$ cat src/inc/psf_defs.vh
`ifndef PSF_DEFS_VH
`define PSF_DEFS_VH
// Status word bit positions
`define PSF_SYS_MODE      31
`define PSF_IE_STACK      30
`define PSF_ERR_STACK     29
`define PSF_SEM_VAL       28
`define PSF_SEM_PTR_HI    27
`define PSF_SEM_PTR_LO    23
`define PSF_IDLE          22
`define PSF_CLK_ENTRY     21
`define PSF_IE_RECIP      20
`define PSF_ERR_RECIP     19
`define PSF_FLT_EN        18
`define PSF_IE_FLT        17
`define PSF_ERR_FLT       16
`define PSF_IE_RANGE      15
`define PSF_ERR_WR_RANGE  14
`define PSF_ERR_RD_RANGE  13
`define PSF_IE_LMEM       12
`define PSF_ERR_LMEM_HI   11
`define PSF_ERR_LMEM_LO   8
`define PSF_IE_EXIT       7
`define PSF_EXIT_FLAG     6
`define PSF_EXIT_PARM_HI  5
// Reset value of the whole status word
`define PSF_RESET_VAL     32'h0040_0000
`endif

$ cat src/design/psf_status_flags.v
// Behaviour
// - System-mode bit stored only, drives nothing
// - Call on stack parity flag and enable
// - Stack parity sets flag, pulses error capture
// - Semaphore bit follows own program only
// - Pointer selects one of 32 semaphores
// - Small systems use upper four pointer bits
// - Idle bit updated every clock
// - Idle after exit or stop, until restart
// - Clock entry enable gates clock load
// - Reciprocal table parity sets its flag
// - Call on reciprocal flag and enable
// - Float check instructions clear/set enable
// - Float range error flag, call when enabled
// - Range enable pairs either range flag
// - Write range error sets flag, blocks write
// - Read range error sets flag, zero data
// - Range disable instruction clears range flags
// - Four local memory parity flags, one per module
// - Call on any parity flag with enable
// - Exit sets flag; call with enable, idle
// - Program_exit_instr field into low six bits
`timescale 1ns/1ps
`include "psf_defs.vh"
module psf_status_flags (
  input  wire        ref_clk,          // 50 MHz clock
  input  wire        rst,              // Async reset, active high
  input  wire        clkEn,            // Freezes all state when low
  input  wire        fgWrEn,           // Foreground write strobe
  input  wire [31:0] fgWrData,         // Foreground write data
  output reg  [31:0] statusRdData,     // Status word as read
  output reg         chanCallReq,      // Channel call response request
  input  wire        smallSystem,      // One to eight processors
  input  wire        fgStop,           // Foreground stops processor
  input  wire        fgRestart,        // Foreground restarts processor
  input  wire        cpuActive,        // Executing or own refs in flight
  input  wire        exitInstr,        // program_exit_instr issued
  input  wire [5:0]  exitJk,           // jk field of exit
  input  wire        stackParityErr,   // Instruction stack parity error
  input  wire        recipParityErr,   // Reciprocal table parity error
  input  wire        fltRangeErr,      // Float result out of range
  input  wire        floatCheckDisInstr, // float_check_disable_instr
  input  wire        floatCheckEnInstr,  // float_check_enable_instr
  input  wire        rangeCheckDisInstr, // range_check_disable_instr
  input  wire        rangeCheckEnInstr,  // range_check_enable_instr
  input  wire        cmWrReq,          // Common memory write request
  input  wire        cmRdReq,          // Common memory read request
  input  wire        cmAddrOutRange,   // Address exceeds assigned range
  input  wire [63:0] cmRdDataIn,       // Read data from memory
  output reg         cmWrAllow,        // Write passed to memory
  output reg  [63:0] cmRdDataOut,      // Read data, zero on range error
  input  wire [3:0]  lmemParityErr,    // Local memory parity per module
  input  wire        semOwnSet,        // Own program sets semaphore
  input  wire        semOwnClr,        // Own program clears semaphore
  input  wire        semSetIn,         // Semaphore op request
  output reg  [4:0]  semSelect,        // Selected semaphore index
  output reg         semWrSel,         // Apply op to selected flag only
  input  wire        clockLoadInstr,   // clock_load_instr issued
  output reg         clockLoadEn,      // Load clock register
  output reg         fltCheckEnable,   // Float range tests enabled
  output reg         errCapture        // Capture stack error detail
);

  // Architectural word and its helpers
  reg  [31:0] status_ff;             // Status word as held
  reg  [31:0] nxt_status;            // Assembled next word
  reg         idle_ff;               // Stopped or exited latch
  reg         nxt_idle;              // Next value of the latch
  reg         nxt_call;              // Next channel call request
  reg  [4:0]  nxt_semSelect;         // Next semaphore index
  reg  [63:0] nxt_cmRdData;          // Next read data to processor

  // Per-field next values, one process per field or related group
  reg         nxt_sysMode;           // Bit 31
  reg         nxt_ieStack;           // Bit 30
  reg         nxt_errStack;          // Bit 29
  reg         nxt_semVal;            // Bit 28
  reg  [4:0]  nxt_semPtr;            // Bits 27:23
  reg         nxt_idleBit;           // Bit 22
  reg         nxt_clkEntry;          // Bit 21
  reg         nxt_ieRecip;           // Bit 20
  reg         nxt_errRecip;          // Bit 19
  reg         nxt_fltEn;             // Bit 18
  reg         nxt_ieFlt;             // Bit 17
  reg         nxt_errFlt;            // Bit 16
  reg         nxt_ieRange;           // Bit 15
  reg         nxt_errWrRange;        // Bit 14
  reg         nxt_errRdRange;        // Bit 13
  reg         nxt_ieLmem;            // Bit 12
  wire [3:0]  nxt_errLmem;           // Bits 11:8
  reg         nxt_ieExit;            // Bit 7
  reg         nxt_exitFlag;          // Bit 6
  reg  [5:0]  nxt_exitParm;          // Bits 5:0

  // Qualified memory range events
  wire        wrRangeHit;            // Write beyond assigned range
  wire        rdRangeHit;            // Read beyond assigned range

  assign wrRangeHit = cmWrReq & cmAddrOutRange;
  assign rdRangeHit = cmRdReq & cmAddrOutRange;

  // Idle tracking: stop or exit parks it until restart
  // Deadstart counts as stopped, so the latch resets set
  always @* begin
    nxt_idle = idle_ff;
    if (fgRestart)
      nxt_idle = 1'b0;
    if (exitInstr || fgStop)
      nxt_idle = 1'b1;
  end

  // Idle bit recomputed every clock; latch or no activity
  always @* begin
    nxt_idleBit = nxt_idle | ~cpuActive;
  end

  // System mode: stored for software only, drives nothing
  always @* begin
    if (fgWrEn)
      nxt_sysMode = fgWrData[`PSF_SYS_MODE];
    else
      nxt_sysMode = status_ff[`PSF_SYS_MODE];
  end

  // Interrupt enables and the clock entry enable, owned by the foreground side
  always @* begin
    if (fgWrEn) begin
      nxt_ieStack  = fgWrData[`PSF_IE_STACK];
      nxt_clkEntry = fgWrData[`PSF_CLK_ENTRY];
      nxt_ieRecip  = fgWrData[`PSF_IE_RECIP];
      nxt_ieFlt    = fgWrData[`PSF_IE_FLT];
      nxt_ieLmem   = fgWrData[`PSF_IE_LMEM];
      nxt_ieExit   = fgWrData[`PSF_IE_EXIT];
    end else begin
      nxt_ieStack  = status_ff[`PSF_IE_STACK];
      nxt_clkEntry = status_ff[`PSF_CLK_ENTRY];
      nxt_ieRecip  = status_ff[`PSF_IE_RECIP];
      nxt_ieFlt    = status_ff[`PSF_IE_FLT];
      nxt_ieLmem   = status_ff[`PSF_IE_LMEM];
      nxt_ieExit   = status_ff[`PSF_IE_EXIT];
    end
  end

  // Stack parity flag; the hardware set beats a clearing write
  always @* begin
    nxt_errStack = fgWrEn ? fgWrData[`PSF_ERR_STACK] : status_ff[`PSF_ERR_STACK];
    if (stackParityErr)
      nxt_errStack = 1'b1;
  end

  // Semaphore copy: only this program's own ops move it
  // Foreground writes cannot disturb it, others' ops never reach it
  always @* begin
    nxt_semVal = status_ff[`PSF_SEM_VAL];
    if (semOwnSet)
      nxt_semVal = 1'b1;
    else if (semOwnClr)
      nxt_semVal = 1'b0;
  end

  // Semaphore pointer, written by the foreground only
  always @* begin
    if (fgWrEn)
      nxt_semPtr = fgWrData[`PSF_SEM_PTR_HI:`PSF_SEM_PTR_LO];
    else
      nxt_semPtr = status_ff[`PSF_SEM_PTR_HI:`PSF_SEM_PTR_LO];
  end

  // Reciprocal table parity flag, sticky until rewritten
  always @* begin
    nxt_errRecip = fgWrEn ? fgWrData[`PSF_ERR_RECIP] : status_ff[`PSF_ERR_RECIP];
    if (recipParityErr)
      nxt_errRecip = 1'b1;
  end

  // Float range test enable; enable wins if both arrive together
  always @* begin
    nxt_fltEn = fgWrEn ? fgWrData[`PSF_FLT_EN] : status_ff[`PSF_FLT_EN];
    if (floatCheckDisInstr)
      nxt_fltEn = 1'b0;
    if (floatCheckEnInstr)
      nxt_fltEn = 1'b1;
  end

  // Float range error flag
  always @* begin
    nxt_errFlt = fgWrEn ? fgWrData[`PSF_ERR_FLT] : status_ff[`PSF_ERR_FLT];
    if (fltRangeErr)
      nxt_errFlt = 1'b1;
  end

  // Memory range enable, also moved by the range instructions
  always @* begin
    nxt_ieRange = fgWrEn ? fgWrData[`PSF_IE_RANGE] : status_ff[`PSF_IE_RANGE];
    if (rangeCheckDisInstr)
      nxt_ieRange = 1'b0;
    if (rangeCheckEnInstr)
      nxt_ieRange = 1'b1;
  end

  // Range error flags; a fresh error outlives a same-cycle clear
  always @* begin
    nxt_errWrRange = fgWrEn ? fgWrData[`PSF_ERR_WR_RANGE] : status_ff[`PSF_ERR_WR_RANGE];
    nxt_errRdRange = fgWrEn ? fgWrData[`PSF_ERR_RD_RANGE] : status_ff[`PSF_ERR_RD_RANGE];
    if (rangeCheckDisInstr) begin
      nxt_errWrRange = 1'b0;
      nxt_errRdRange = 1'b0;
    end
    if (wrRangeHit)
      nxt_errWrRange = 1'b1;
    if (rdRangeHit)
      nxt_errRdRange = 1'b1;
  end

  // Local memory parity: one sticky flag per processor module
  genvar g;
  generate
    for (g = 0; g < 4; g = g + 1) begin : gLmem
      assign nxt_errLmem[g] = lmemParityErr[g] |
                              (fgWrEn ? fgWrData[`PSF_ERR_LMEM_LO + g]
                                      : status_ff[`PSF_ERR_LMEM_LO + g]);
    end
  endgenerate

  // Exit flag and parameter, loaded together by the exit
  always @* begin
    nxt_exitFlag = fgWrEn ? fgWrData[`PSF_EXIT_FLAG] : status_ff[`PSF_EXIT_FLAG];
    nxt_exitParm = fgWrEn ? fgWrData[`PSF_EXIT_PARM_HI:0]
                          : status_ff[`PSF_EXIT_PARM_HI:0];
    if (exitInstr) begin
      nxt_exitFlag = 1'b1;
      nxt_exitParm = exitJk;
    end
  end

  // Word assembly from the field values
  always @* begin
    nxt_status = 32'h0000_0000;
    nxt_status[`PSF_SYS_MODE]                     = nxt_sysMode;
    nxt_status[`PSF_IE_STACK]                     = nxt_ieStack;
    nxt_status[`PSF_ERR_STACK]                    = nxt_errStack;
    nxt_status[`PSF_SEM_VAL]                      = nxt_semVal;
    nxt_status[`PSF_SEM_PTR_HI:`PSF_SEM_PTR_LO]   = nxt_semPtr;
    nxt_status[`PSF_IDLE]                         = nxt_idleBit;
    nxt_status[`PSF_CLK_ENTRY]                    = nxt_clkEntry;
    nxt_status[`PSF_IE_RECIP]                     = nxt_ieRecip;
    nxt_status[`PSF_ERR_RECIP]                    = nxt_errRecip;
    nxt_status[`PSF_FLT_EN]                       = nxt_fltEn;
    nxt_status[`PSF_IE_FLT]                       = nxt_ieFlt;
    nxt_status[`PSF_ERR_FLT]                      = nxt_errFlt;
    nxt_status[`PSF_IE_RANGE]                     = nxt_ieRange;
    nxt_status[`PSF_ERR_WR_RANGE]                 = nxt_errWrRange;
    nxt_status[`PSF_ERR_RD_RANGE]                 = nxt_errRdRange;
    nxt_status[`PSF_IE_LMEM]                      = nxt_ieLmem;
    nxt_status[`PSF_ERR_LMEM_HI:`PSF_ERR_LMEM_LO] = nxt_errLmem;
    nxt_status[`PSF_IE_EXIT]                      = nxt_ieExit;
    nxt_status[`PSF_EXIT_FLAG]                    = nxt_exitFlag;
    nxt_status[`PSF_EXIT_PARM_HI:0]               = nxt_exitParm;
  end

  // Semaphore index; small systems count in bits 27:24 only
  // so the index runs 0..15 and bit 23 plays no part
  always @* begin
    if (smallSystem)
      nxt_semSelect = {1'b0, nxt_semPtr[4:1]};
    else
      nxt_semSelect = nxt_semPtr;
  end

  // Out-of-range reads return zeros instead of memory data
  always @* begin
    if (rdRangeHit)
      nxt_cmRdData = 64'h0;
    else
      nxt_cmRdData = cmRdDataIn;
  end

  // Call request from the updated word, so it tracks each clock
  always @* begin
    nxt_call = (nxt_status[`PSF_ERR_STACK] & nxt_status[`PSF_IE_STACK])
             | (nxt_status[`PSF_ERR_RECIP] & nxt_status[`PSF_IE_RECIP])
             | (nxt_status[`PSF_ERR_FLT] & nxt_status[`PSF_IE_FLT])
             | ((nxt_status[`PSF_ERR_WR_RANGE] | nxt_status[`PSF_ERR_RD_RANGE])
                & nxt_status[`PSF_IE_RANGE])
             | ((|nxt_status[`PSF_ERR_LMEM_HI:`PSF_ERR_LMEM_LO])
                & nxt_status[`PSF_IE_LMEM])
             | (nxt_status[`PSF_EXIT_FLAG] & nxt_status[`PSF_IE_EXIT]
                & nxt_status[`PSF_IDLE]);
  end

  // State and registered outputs
  always @(posedge ref_clk or posedge rst) begin
    if (rst) begin
      status_ff      <= `PSF_RESET_VAL;
      idle_ff        <= 1'b1;
      statusRdData   <= `PSF_RESET_VAL;
      chanCallReq    <= 1'b0;
      cmWrAllow      <= 1'b0;
      cmRdDataOut    <= 64'h0;
      semSelect      <= 5'h0;
      semWrSel       <= 1'b0;
      clockLoadEn    <= 1'b0;
      fltCheckEnable <= 1'b0;
      errCapture     <= 1'b0;
    end else if (clkEn) begin
      status_ff      <= nxt_status;
      idle_ff        <= nxt_idle;
      statusRdData   <= nxt_status;
      chanCallReq    <= nxt_call;
      cmWrAllow      <= cmWrReq & ~cmAddrOutRange;
      cmRdDataOut    <= nxt_cmRdData;
      semSelect      <= nxt_semSelect;
      semWrSel       <= semSetIn;
      clockLoadEn    <= clockLoadInstr & status_ff[`PSF_CLK_ENTRY];
      fltCheckEnable <= nxt_status[`PSF_FLT_EN];
      errCapture     <= stackParityErr;
    end
  end

endmodule // psf_status_flags

$ cat config.mk
export PLATFORM = sky130hd
export DESIGN_NAME = psf_status_flags
export DESIGN_NICKNAME = d
export VERILOG_FILES = /design/src/design/psf_status_flags.v
export VERILOG_INCLUDE_DIRS = /design/src /design/src/inc
export SDC_FILE = /design/constraint.sdc
export NUM_CORES = 1
export LEC_CHECK = 0
export BUFFER_PORTS_ARGS = -buffer_cell sky130_fd_sc_hd__buf_2
export CAP_MARGIN = 20
export CORE_AREA = 3 3 119 121
export CTS_BUF_LIST = sky130_fd_sc_hd__clkbuf_16
export DETAILED_ROUTE_END_ITERATION = 6
export DIE_AREA = 0 0 122 124
export GPL_TIMING_DRIVEN = 0
export SYNTH_ARGS = -nofsm -noshare
export SYNTH_HDL_FRONTEND = slang
export SYNTH_SLANG_ARGS = --single-unit
$ cat constraint.sdc
create_clock -name ref_clk -period 4.9 [get_ports ref_clk]
set_clock_uncertainty 0.2 [all_clocks]
set_input_delay 0.98 -clock ref_clk [delete_from_list [all_inputs] [get_ports ref_clk]]
set_output_delay 0.98 -clock ref_clk [all_outputs]
set_load 0.01 [all_outputs]
### After elaboration in Yosys (flattened, before gate mapping)

Index checks and enable logic that the tools add are counted.

* $add $sub $neg: 0
* multiply operators: 0
* div/mod/pow operators: 0
* order comparisons: 0
* eq/ne operators: 0
* shift operators: 0
* muxes and demuxes: 38
* bitwise logic cells: 24
* reductions and logical operators: 7

Operator list (number)
* two-way mux 64 bit: 1
* two-way mux 1 bit: 33
* two-way mux 6 bit: 2
* bitwise AND 1 bit: 11
* OR 1 bit: 11
* two-way mux 5 bit: 2
* AND reduction 2 bit: 3
* nonzero test 2 bit: 2
* OR reduction 4 bit: 1
* NOT 1 bit: 2
* logical OR 1 bit: 1

* bits in registers: 108
* latch bits: 0
* bits in writable memories: 0
* memory bits (read-only): 0
* input port bits: 129
* output and inout port bits: 107
* word-level logic and storage cells: 82
* memories: 0

### Depth between registers and ports, before layout

Gate-level depths: netlist (run 1).

* depth in word-level cells: 8
* mapped depth: 6
* mapped depth without buffers: 4

### Worst setup path before layout (run 1)

OpenSTA, ideal clock, no wires.

* path type: input port to flip-flop
* start: input fgWrEn
* end: register semSelect[0]
* setup time: 0.125 ns
* arrival time: 1.822 ns
* data required time: 4.575 ns
* setup slack: 2.753 ns
* stages: 4
* path buffers: 2
* cell sequence: buf_2 -> buf_6 -> mux4_2 -> mux2_4

* cells in the longest elaborated chain, start to end: 2

Ends and longest elaborated chain
* from (decl): RTL line psf_status_flags.v:29 `input wire fgWrEn,`
* two-way mux 5 bit: RTL line psf_status_flags.v:163 `if (fgWrEn)`
* two-way mux 5 bit: RTL line psf_status_flags.v:264 `if (smallSystem)`
* to (signal assigned): RTL line psf_status_flags.v:312 `semSelect <= nxt_semSelect;`
* to (decl): RTL line psf_status_flags.v:56 `output reg [4:0] semSelect,`

No other way between the ends.
A chain may end at the register's enable or synchronous reset.

==> results of run 1 <==
-- flip-flops by register name, indices dropped and copies added (netlist names) --
name,flops
cmRdDataOut,64
status_ff,32
semSelect,5
chanCallReq,1
clockLoadEn,1
cmWrAllow,1
errCapture,1
idle_ff,1
semWrSel,1
-- tightest hold or removal path: cells and delay by family (launching register included) --
family	cells	cell delay, ns
simple gates	2	0.09
flops	1	0.37
-- through the flow --
| stage | TNS [ns] | hold WS (ns) | total power [µW] |
|---|---|---|---|
| floorplan | 0 | 0.235 | 1250 |
| global placement | -35.58 | 0.248 | 1450 |
| detailed placement | 0 | 0.256 | 1460 |
| CTS | 0 | 0.265 | 2110 |
| global route | 0 | 0.291 | 2190 |
| finish | 0 | 0.261 | 2080 |
-- cell usage in the layout (no fill, tap or decap), drive strengths merged --
cell type / n
a211oi: 1
a21oi: 4
a22o: 13
and2: 1
buf: 251
clkbuf: 15
clkinv: 3
dfrtp: 105
dfstp: 2
inv: 73
mux2: 22
mux2i: 4
mux4: 4
nand2: 76
nand2b: 2
nand3: 3
nand3b: 1
nor2: 8
nor2b: 1
nor3: 1
nor4: 3
o211ai: 2
o21a: 7
o21ai: 79
o221ai: 2
o311ai: 1
o32a: 7
or2: 1
-- Yosys cell counts (2+ instances only) --
cell	count
sky130_fd_sc_hd__a21oi_1	4
sky130_fd_sc_hd__buf_2	8
sky130_fd_sc_hd__nand3_1	3
sky130_fd_sc_hd__mux2i_1	4
sky130_fd_sc_hd__mux2_1	6
sky130_fd_sc_hd__nand2_1	76
sky130_fd_sc_hd__inv_1	69
sky130_fd_sc_hd__buf_6	2
sky130_fd_sc_hd__mux4_2	4
sky130_fd_sc_hd__o221ai_1	2
sky130_fd_sc_hd__buf_4	10
sky130_fd_sc_hd__dfrtp_1	105
sky130_fd_sc_hd__nor2_1	8
sky130_fd_sc_hd__mux2_4	4
sky130_fd_sc_hd__clkbuf_1	6
sky130_fd_sc_hd__o32a_1	7
sky130_fd_sc_hd__mux2_2	12
sky130_fd_sc_hd__dfstp_2	2
sky130_fd_sc_hd__o21ai_0	68
sky130_fd_sc_hd__nand2b_1	2
sky130_fd_sc_hd__o211ai_1	2
sky130_fd_sc_hd__o21a_1	7
sky130_fd_sc_hd__o21ai_1	11
sky130_fd_sc_hd__a22o_1	13
sky130_fd_sc_hd__nor4_1	3
-- power breakdown --
group          switching [µW]  internal [µW]  total [µW]  leakage, µW
clock network             302            335         637     0.000144
registers                54.2            978        1030      0.00129
logic                     216            190         406      0.00182
-- final cells by class --
type / count / area, µm²
Clock inverter: 7 / 30.0
Clock buffer: 9 / 225
Inverter: 69 / 262
Timing Repair Buffer: 231 / 1180
Multi-Input combinational cell: 243 / 1490
Buffer: 26 / 160
Fill cell: 1289 / 6950
Sequential cell: 107 / 2680
Tap cell: 176 / 220
-- worst max path at each step --
| stage | startpoint | endpoint | slack [ns] | cells past startpoint |
|---|---|---|---|---|
| 3_3_place_gp | rst | semSelect[4]$_DFFE_PP0P_ | -0.35 | 2 |
| 6_report | status_ff[18]$_DFFE_PP0P_ | statusRdData[18] | 2.72 | 2 |
| 3_5_place_dp | fgWrEn | chanCallReq$_DFFE_PP0P_ | 2.59 | 6 |
| 2_1_floorplan | rst | chanCallReq$_DFFE_PP0P_ | 0.91 | 1 |
| 5_1_grt | status_ff[18]$_DFFE_PP0P_ | statusRdData[18] | 2.67 | 2 |
| 4_1_cts | status_ff[18]$_DFFE_PP0P_ | statusRdData[18] | 2.69 | 2 |
-- metal layers --
layer | vias up | routed length (µm) | GRT usage [%]
li1 | 1956 | - | -
met1 | 1890 | 5330 | 20.7
met2 | 169 | 6230 | 28.5
met3 | 11 | 1220 | 5.31
met4 | 0 | 144 | 5.04
met5 | - | 0 | 0
-- logic make-up (layout without fill, tap and decap cells) --
group                  after synthesis  after routing  synth area share, %
multiplexers                        30             30                 8.57
AO/OA/AOI/OAI                      116            116                 15.3
flip-flops                         107            107                 58.4
AND/OR/NAND/NOR                     97             97                 8.57
buffers and inverters               95            342                 9.14
==> Flow_metrics.wiki, run 1 <==
{| class="wikitable"
! Metric !! Value
|-
| Post-detailed-placement half-perimeter wirelength || 10.1 mm
|-
| Slowest stage cell on the critical path || sky130_fd_sc_hd__dfrtp_1
|-
| Seq/Total Area, Yosys || between 50% and 60%
|-
| Mean cell area of the mapped netlist || 10.3 µm²
|-
| Clock edge transition at the registers on the reported setup and hold paths || 0.07 ns
|-
| Ys async rst share || 100%
|-
| Top cells by area, synth || sky130_fd_sc_hd__dfrtp_1 (57%), sky130_fd_sc_hd__o21ai_0 (7.4%), sky130_fd_sc_hd__nand2_1 (6.2%), sky130_fd_sc_hd__inv_1 (5.6%), sky130_fd_sc_hd__mux2_2 (2.9%)
|-
| Total via count in the routed design || between 4,000 and 5,000
|-
| Average wire length per cell after detail routing || 14.9 µm
|-
| Initial antenna violation count || 0
|-
| Vias in the first global route || 4,036
|-
| FP Rows || 42
|-
| Tmin final || 2.18 ns
|-
| Placed standard-cell area || 5990 µm²
|-
| Worst slew pin tran || 0.695 ns
|-
| Number of DRC markers after the initial detailed-route iteration || 169
|-
| CTS Buf Count || 9
|-
| Non-filler cells, final || 868
|-
| Final Hold Violating Endpoints || 0
|-
| Buffers from clock root to sink, at most || 2
|-
| Outcome || complete, no violations
|-
| Area growth from synthesis to final layout || 36.1%
|-
| Syn nets || 574
|-
| Leakage power || about 0.0033 µW
|-
| Proportion of layout cells with a drive suffix above 1 || 41.5%
|-
| Startpoint kind of the worst setup timing path || flip-flop
|-
| Worst slew slack as a fraction of its limit || 53.7%
|-
| Hold Crit Depth || 2
|-
| Number of placed instances with taps included || between 800 and 900
|-
| End of the worst register-to-register path || chanCallReq$_DFFE_PP0P_
|-
| Cell depth of the worst flop-to-flop path || 4
|-
| TritonCTS clock tree || yes
|-
| Startpoint of the most critical hold path || idle_ff$_DFFE_PP1P_
|-
| Post-Syn Instances || 445
|-
| Nets@finish || 816
|-
| Prevailing post-synth register cell || sky130_fd_sc_hd__dfrtp_1
|-
| Yosys top cell area share || 57.3%
|-
| Vertical extent of the die || 124 µm
|-
| Worst VDD drop || 145 µV
|-
| F_max || 458 MHz
|-
| Worst-case setup margin in the final layout || between 2 and 3 ns
|-
| Max capacitance violation total || 0
|-
| Pwr Density || 332 nW/µm²
|-
| CP Data Arrival Time || 1.00 ns
|-
| Count of endpoints failing setup in the final report || 0
|-
| Remaining global-route overflow || 0
|-
| Count of buffer and inverter cells on the critical path || 2
|-
| Clock latency reported for the late side of the worst-skew pair || 0.34 ns
|-
| Warning count from the yosys run || 0
|-
| Overall die area || ~15,000 µm²
|-
| Post-synthesis cell area || 4590 µm²
|-
| Critical path capture point type || primary output
|-
| Global-route wire length before repair || 20.1 mm
|-
| Largest net degree at the start of global routing || 56
|-
| I/O Buffers || 230
|-
| X dimension of the die || 122 µm
|-
| Utilization after layout || 47.3%
|-
| Capture endpoint of the worst hold path || idle_ff$_DFFE_PP1P_
|-
| Number of diodes || 0
|-
| Root buffer cell || sky130_fd_sc_hd__clkbuf_16
|-
| Crit-path max cell delay || approximately 0.40 ns
|-
| Data required time at the worst endpoint || 3.72 ns
|-
| Count of instances resized after the clock tree is built || 0
|-
| Count of flip-flops with a built-in enable after synthesis || 0
|-
| Worst hold-check path type || flip-flop to flip-flop
|-
| CTS Hold Buffers Added || 0
|-
| Deepest level of the CTS H-tree || 3
|-
| Top delay family on crit path || flip-flops
|-
| Initial cell density of the core || 34.8%
|-
| Post-placement worst setup slack || 2.59 ns
|-
| Flop-to-flop setup slack || 3.44 ns
|-
| Core Region || 13,200 µm²
|-
| Number of flip-flops and latches in the synthesized netlist || ~110
|-
| Number of remaining DRC errors || 0
|-
| Post-CTS Repair Setup Buffers || 0
|-
| Total Routing Usage GR || around 17%
|-
| Final count of pins violating max slew || 0
|-
| Routability congestion estimate from global placement || 0.814
|-
| Number of vias per cell || 4.64
|-
| Number of optimization iterations in the first detailed-route pass || 4
|-
| Worst Setup Path Type || flip-flop to primary output
|-
| Most area-hungry cell type in the Yosys netlist || sky130_fd_sc_hd__dfrtp_1
|-
| Total length of routed wires || 12.9 mm
|-
| Post-Layout Inst Area || 6240 µm²
|-
| Cell variety after synth || 32
|-
| Clock sinks || around 110
|-
| Setup repair after global routing missed its margin || false
|-
| Number of top-level design ports || around 240
|-
| Post-route antenna net violation count || 0
|-
| CP cell instances || buf_4 -> buf_2
|-
| Largest fanout of any net on the critical path || 3
|-
| Tcrit/Tclk final || roughly 45%
|-
| Worst r2r src || status_ff[8]$_DFFE_PP0P_
|}
(Power assumes the default switching activity.)
==> run 2, diff against run 1 <==
==> constraint.sdc (replaced) <==
create_clock -name ref_clk -period 2.1 [get_ports ref_clk]
set_clock_uncertainty 0.2 [all_clocks]
set_input_delay 0.42 -clock ref_clk [delete_from_list [all_inputs] [get_ports ref_clk]]
set_output_delay 0.42 -clock ref_clk [all_outputs]
set_load 0.01 [all_outputs]
==> run 2 against run 1 <==
Effect of this change: register-to-register slack got worse by 2.9 ns; first-iteration DRC count fell by 6.5%; clock-buffer cell count unchanged; sequential share of layout area shrank 0.26 points; die area did not move; hold slack worse by 0.18 ns; wire length grew 2.8%.
==> Flow_metrics.wiki, run 2 (synthesized netlist as in run 1, its figures left out) <==
{| class="wikitable"
! Metric !! Value
|-
| Worst Hold Slack || 0.0793 ns
|-
| Average wire length per cell after detail routing || 15.3 µm
|-
| Post-placement worst setup slack || 0.378 ns
|-
| Data required time at the worst endpoint || 1.48 ns
|-
| Largest net degree at the start of global routing || 39
|-
| GR met2 Demand/Resource || 29.7%
|-
| GR Util met3 || 5.04%
|-
| Final count of pins violating max slew || 0
|-
| Remaining global-route overflow || 0
|-
| Clock sinks || 107
|-
| Number of diodes || 0
|-
| Total length of routed wires || 13.3 mm
|-
| F_max || a little over 600 MHz
|-
| Flip-flop count of the largest register, all copies and words added || 64
|-
| Initial antenna violation count || 0
|-
| Worst Setup Path Type || flip-flop to primary output
|-
| Count of instances resized after the clock tree is built || 0
|-
| Most common library cell in the layout ignoring fill and taps || sky130_fd_sc_hd__buf_2
|-
| Summed negative setup slack over all endpoints || 0 ns
|-
| Max capacitance violation total || 0
|-
| Root buffer cell || sky130_fd_sc_hd__clkbuf_16
|-
| Vertical extent of the die || 124 µm
|-
| Leakage power || 0.00325 µW
|-
| Number of vias per cell || 4.66
|-
| Count of endpoints failing setup in the final report || 0
|-
| Total Routing Usage GR || 17.0%
|-
| Area growth from synthesis to final layout || 36.9%
|-
| Count of buffer and inverter cells on the critical path || 1
|-
| Largest regs || cmRdDataOut: 64 flops, status_ff: 32 flops, semSelect: 5 flops
|-
| Register ranked first by flip-flop count || cmRdDataOut
|-
| Vias in the first global route || ~4,000
|-
| Total via count in the routed design || 4,048
|-
| Critical path capture point type || primary output
|-
| Number of top-level design ports || between 200 and 250
|-
| Deepest level of the CTS H-tree || 3
|-
| Post-detailed-placement half-perimeter wirelength || 10.5 mm
|-
| Slowest stage cell on the critical path || sky130_fd_sc_hd__dfstp_2
|-
| Utilization after layout || 47.6%
|-
| Buffers from clock root to sink, at most || 2
|-
| X dimension of the die || 122 µm
|-
| Clock latency reported for the late side of the worst-skew pair || approximately 0.34 ns
|-
| Top library cells by usage in the layout, fill and taps aside || sky130_fd_sc_hd__buf_2 (238), sky130_fd_sc_hd__dfrtp_1 (105), sky130_fd_sc_hd__nand2_1 (76)
|-
| Layer with the highest usage || met2
|-
| CP Data Arrival Time || 1.00 ns
|-
| FP Rows || 42
|-
| Core Region || ~13,000 µm²
|-
| Worst slew slack as a fraction of its limit || approximately two thirds
|-
| Initial cell density of the core || 34.8%
|-
| Global-route met1 utilization || 20.2%
|-
| Number of remaining DRC errors || 0
|-
| Worst-case setup margin in the final layout || 0.476 ns
|-
| Total power consumption of the routed design || 4850 µW
|-
| Setup repair after global routing missed its margin || false
|-
| Pwr Density || between 700 and 800 nW/µm²
|-
| Top delay family on crit path || flip-flops
|-
| Worst VDD drop || approximately 380 µV
|-
| Number of DRC markers after the initial detailed-route iteration || ~160
|-
| Worst hold-check path type || primary input to flip-flop
|-
| Final Hold Violating Endpoints || 0
|-
| CTS Buf Count || 9
|-
| Clock edge transition at the registers on the reported setup and hold paths || approximately 0.070 ns
|-
| Routability congestion estimate from global placement || between 0.7 and 0.8
|-
| Proportion of layout cells with a drive suffix above 1 || approximately two fifths
|-
| CP cell instances || buf_2
|-
| Tmin final || 1.62 ns
|-
| Outcome || complete, no violations
|-
| Largest fanout of any net on the critical path || 2
|-
| Nets@finish || just over 800
|-
| I/O Buffers || 230
|-
| Number of optimization iterations in the first detailed-route pass || 4
|-
| Overall die area || 15,100 µm²
|-
| TritonCTS clock tree || yes
|-
| Worst slew pin tran || slightly above 0.5 ns
|-
| Global-route wire length before repair || 20.2 mm
|-
| Post-route antenna net violation count || 0
|-
| Tcrit/Tclk final || 77.3%
|-
| Crit-path max cell delay || 0.53 ns
|-
| Startpoint kind of the worst setup timing path || flip-flop
|}
## run 2: per-layer routing
metal,vias to the layer above,share of wire (%)
li1,1950,-
met1,1911,40
met2,177,49
met3,10,9.9
met4,0,1.1
met5,-,0
## run 2: report_power, final
part           internal, µW  switching (µW)
Clock                   776             699
Combinational           450             507
Sequential             2280             132
Total                  3510            1340
## run 2: worst paths after layout
path / slack (ns) / cells past startpoint / endpoint / startpoint
setup / recovery: 0.48 / 1 / statusRdData[22] / status_ff[22]$_DFFE_PP1P_
hold / removal: 0.08 / 3 / cmRdDataOut[23]$_DFFE_PP0P_ / cmRdDataIn[23]
setup reg to reg: 0.58 / 4 / chanCallReq$_DFFE_PP0P_ / status_ff[8]$_DFFE_PP0P_
hold reg to reg: 0.27 / 2 / idle_ff$_DFFE_PP1P_ / idle_ff$_DFFE_PP1P_
max in group asynchronous: 0.60 / 5 / cmRdDataOut[20]$_DFFE_PP0P_ / rst
min in group asynchronous: 0.41 / 3 / cmRdDataOut[39]$_DFFE_PP0P_ / rst
## run 2: stage by stage
step / std cells / cell area [µm²]
detailed placement: 854 / 6020
floorplan: 445 / 4590
finish: 869 / 6280
global route: 869 / 6280
CTS: 869 / 6280
global placement: 851 / 5960
## run 2: cell type report
class	instances	area, µm²
fill	1316	6910
sequential	107	2680
multi-input combinational	243	1490
timing repair buffer	234	1220
inverter	69	263
clock buffer	9	225
tap	176	220
buffer	26	160
clock inverter	5	23.8
## run 2: what timing repair did
action	in CTS	in global routing
endpoints found under the hold margin	10	0
buffers inserted	0	0
hold buffers	1	0
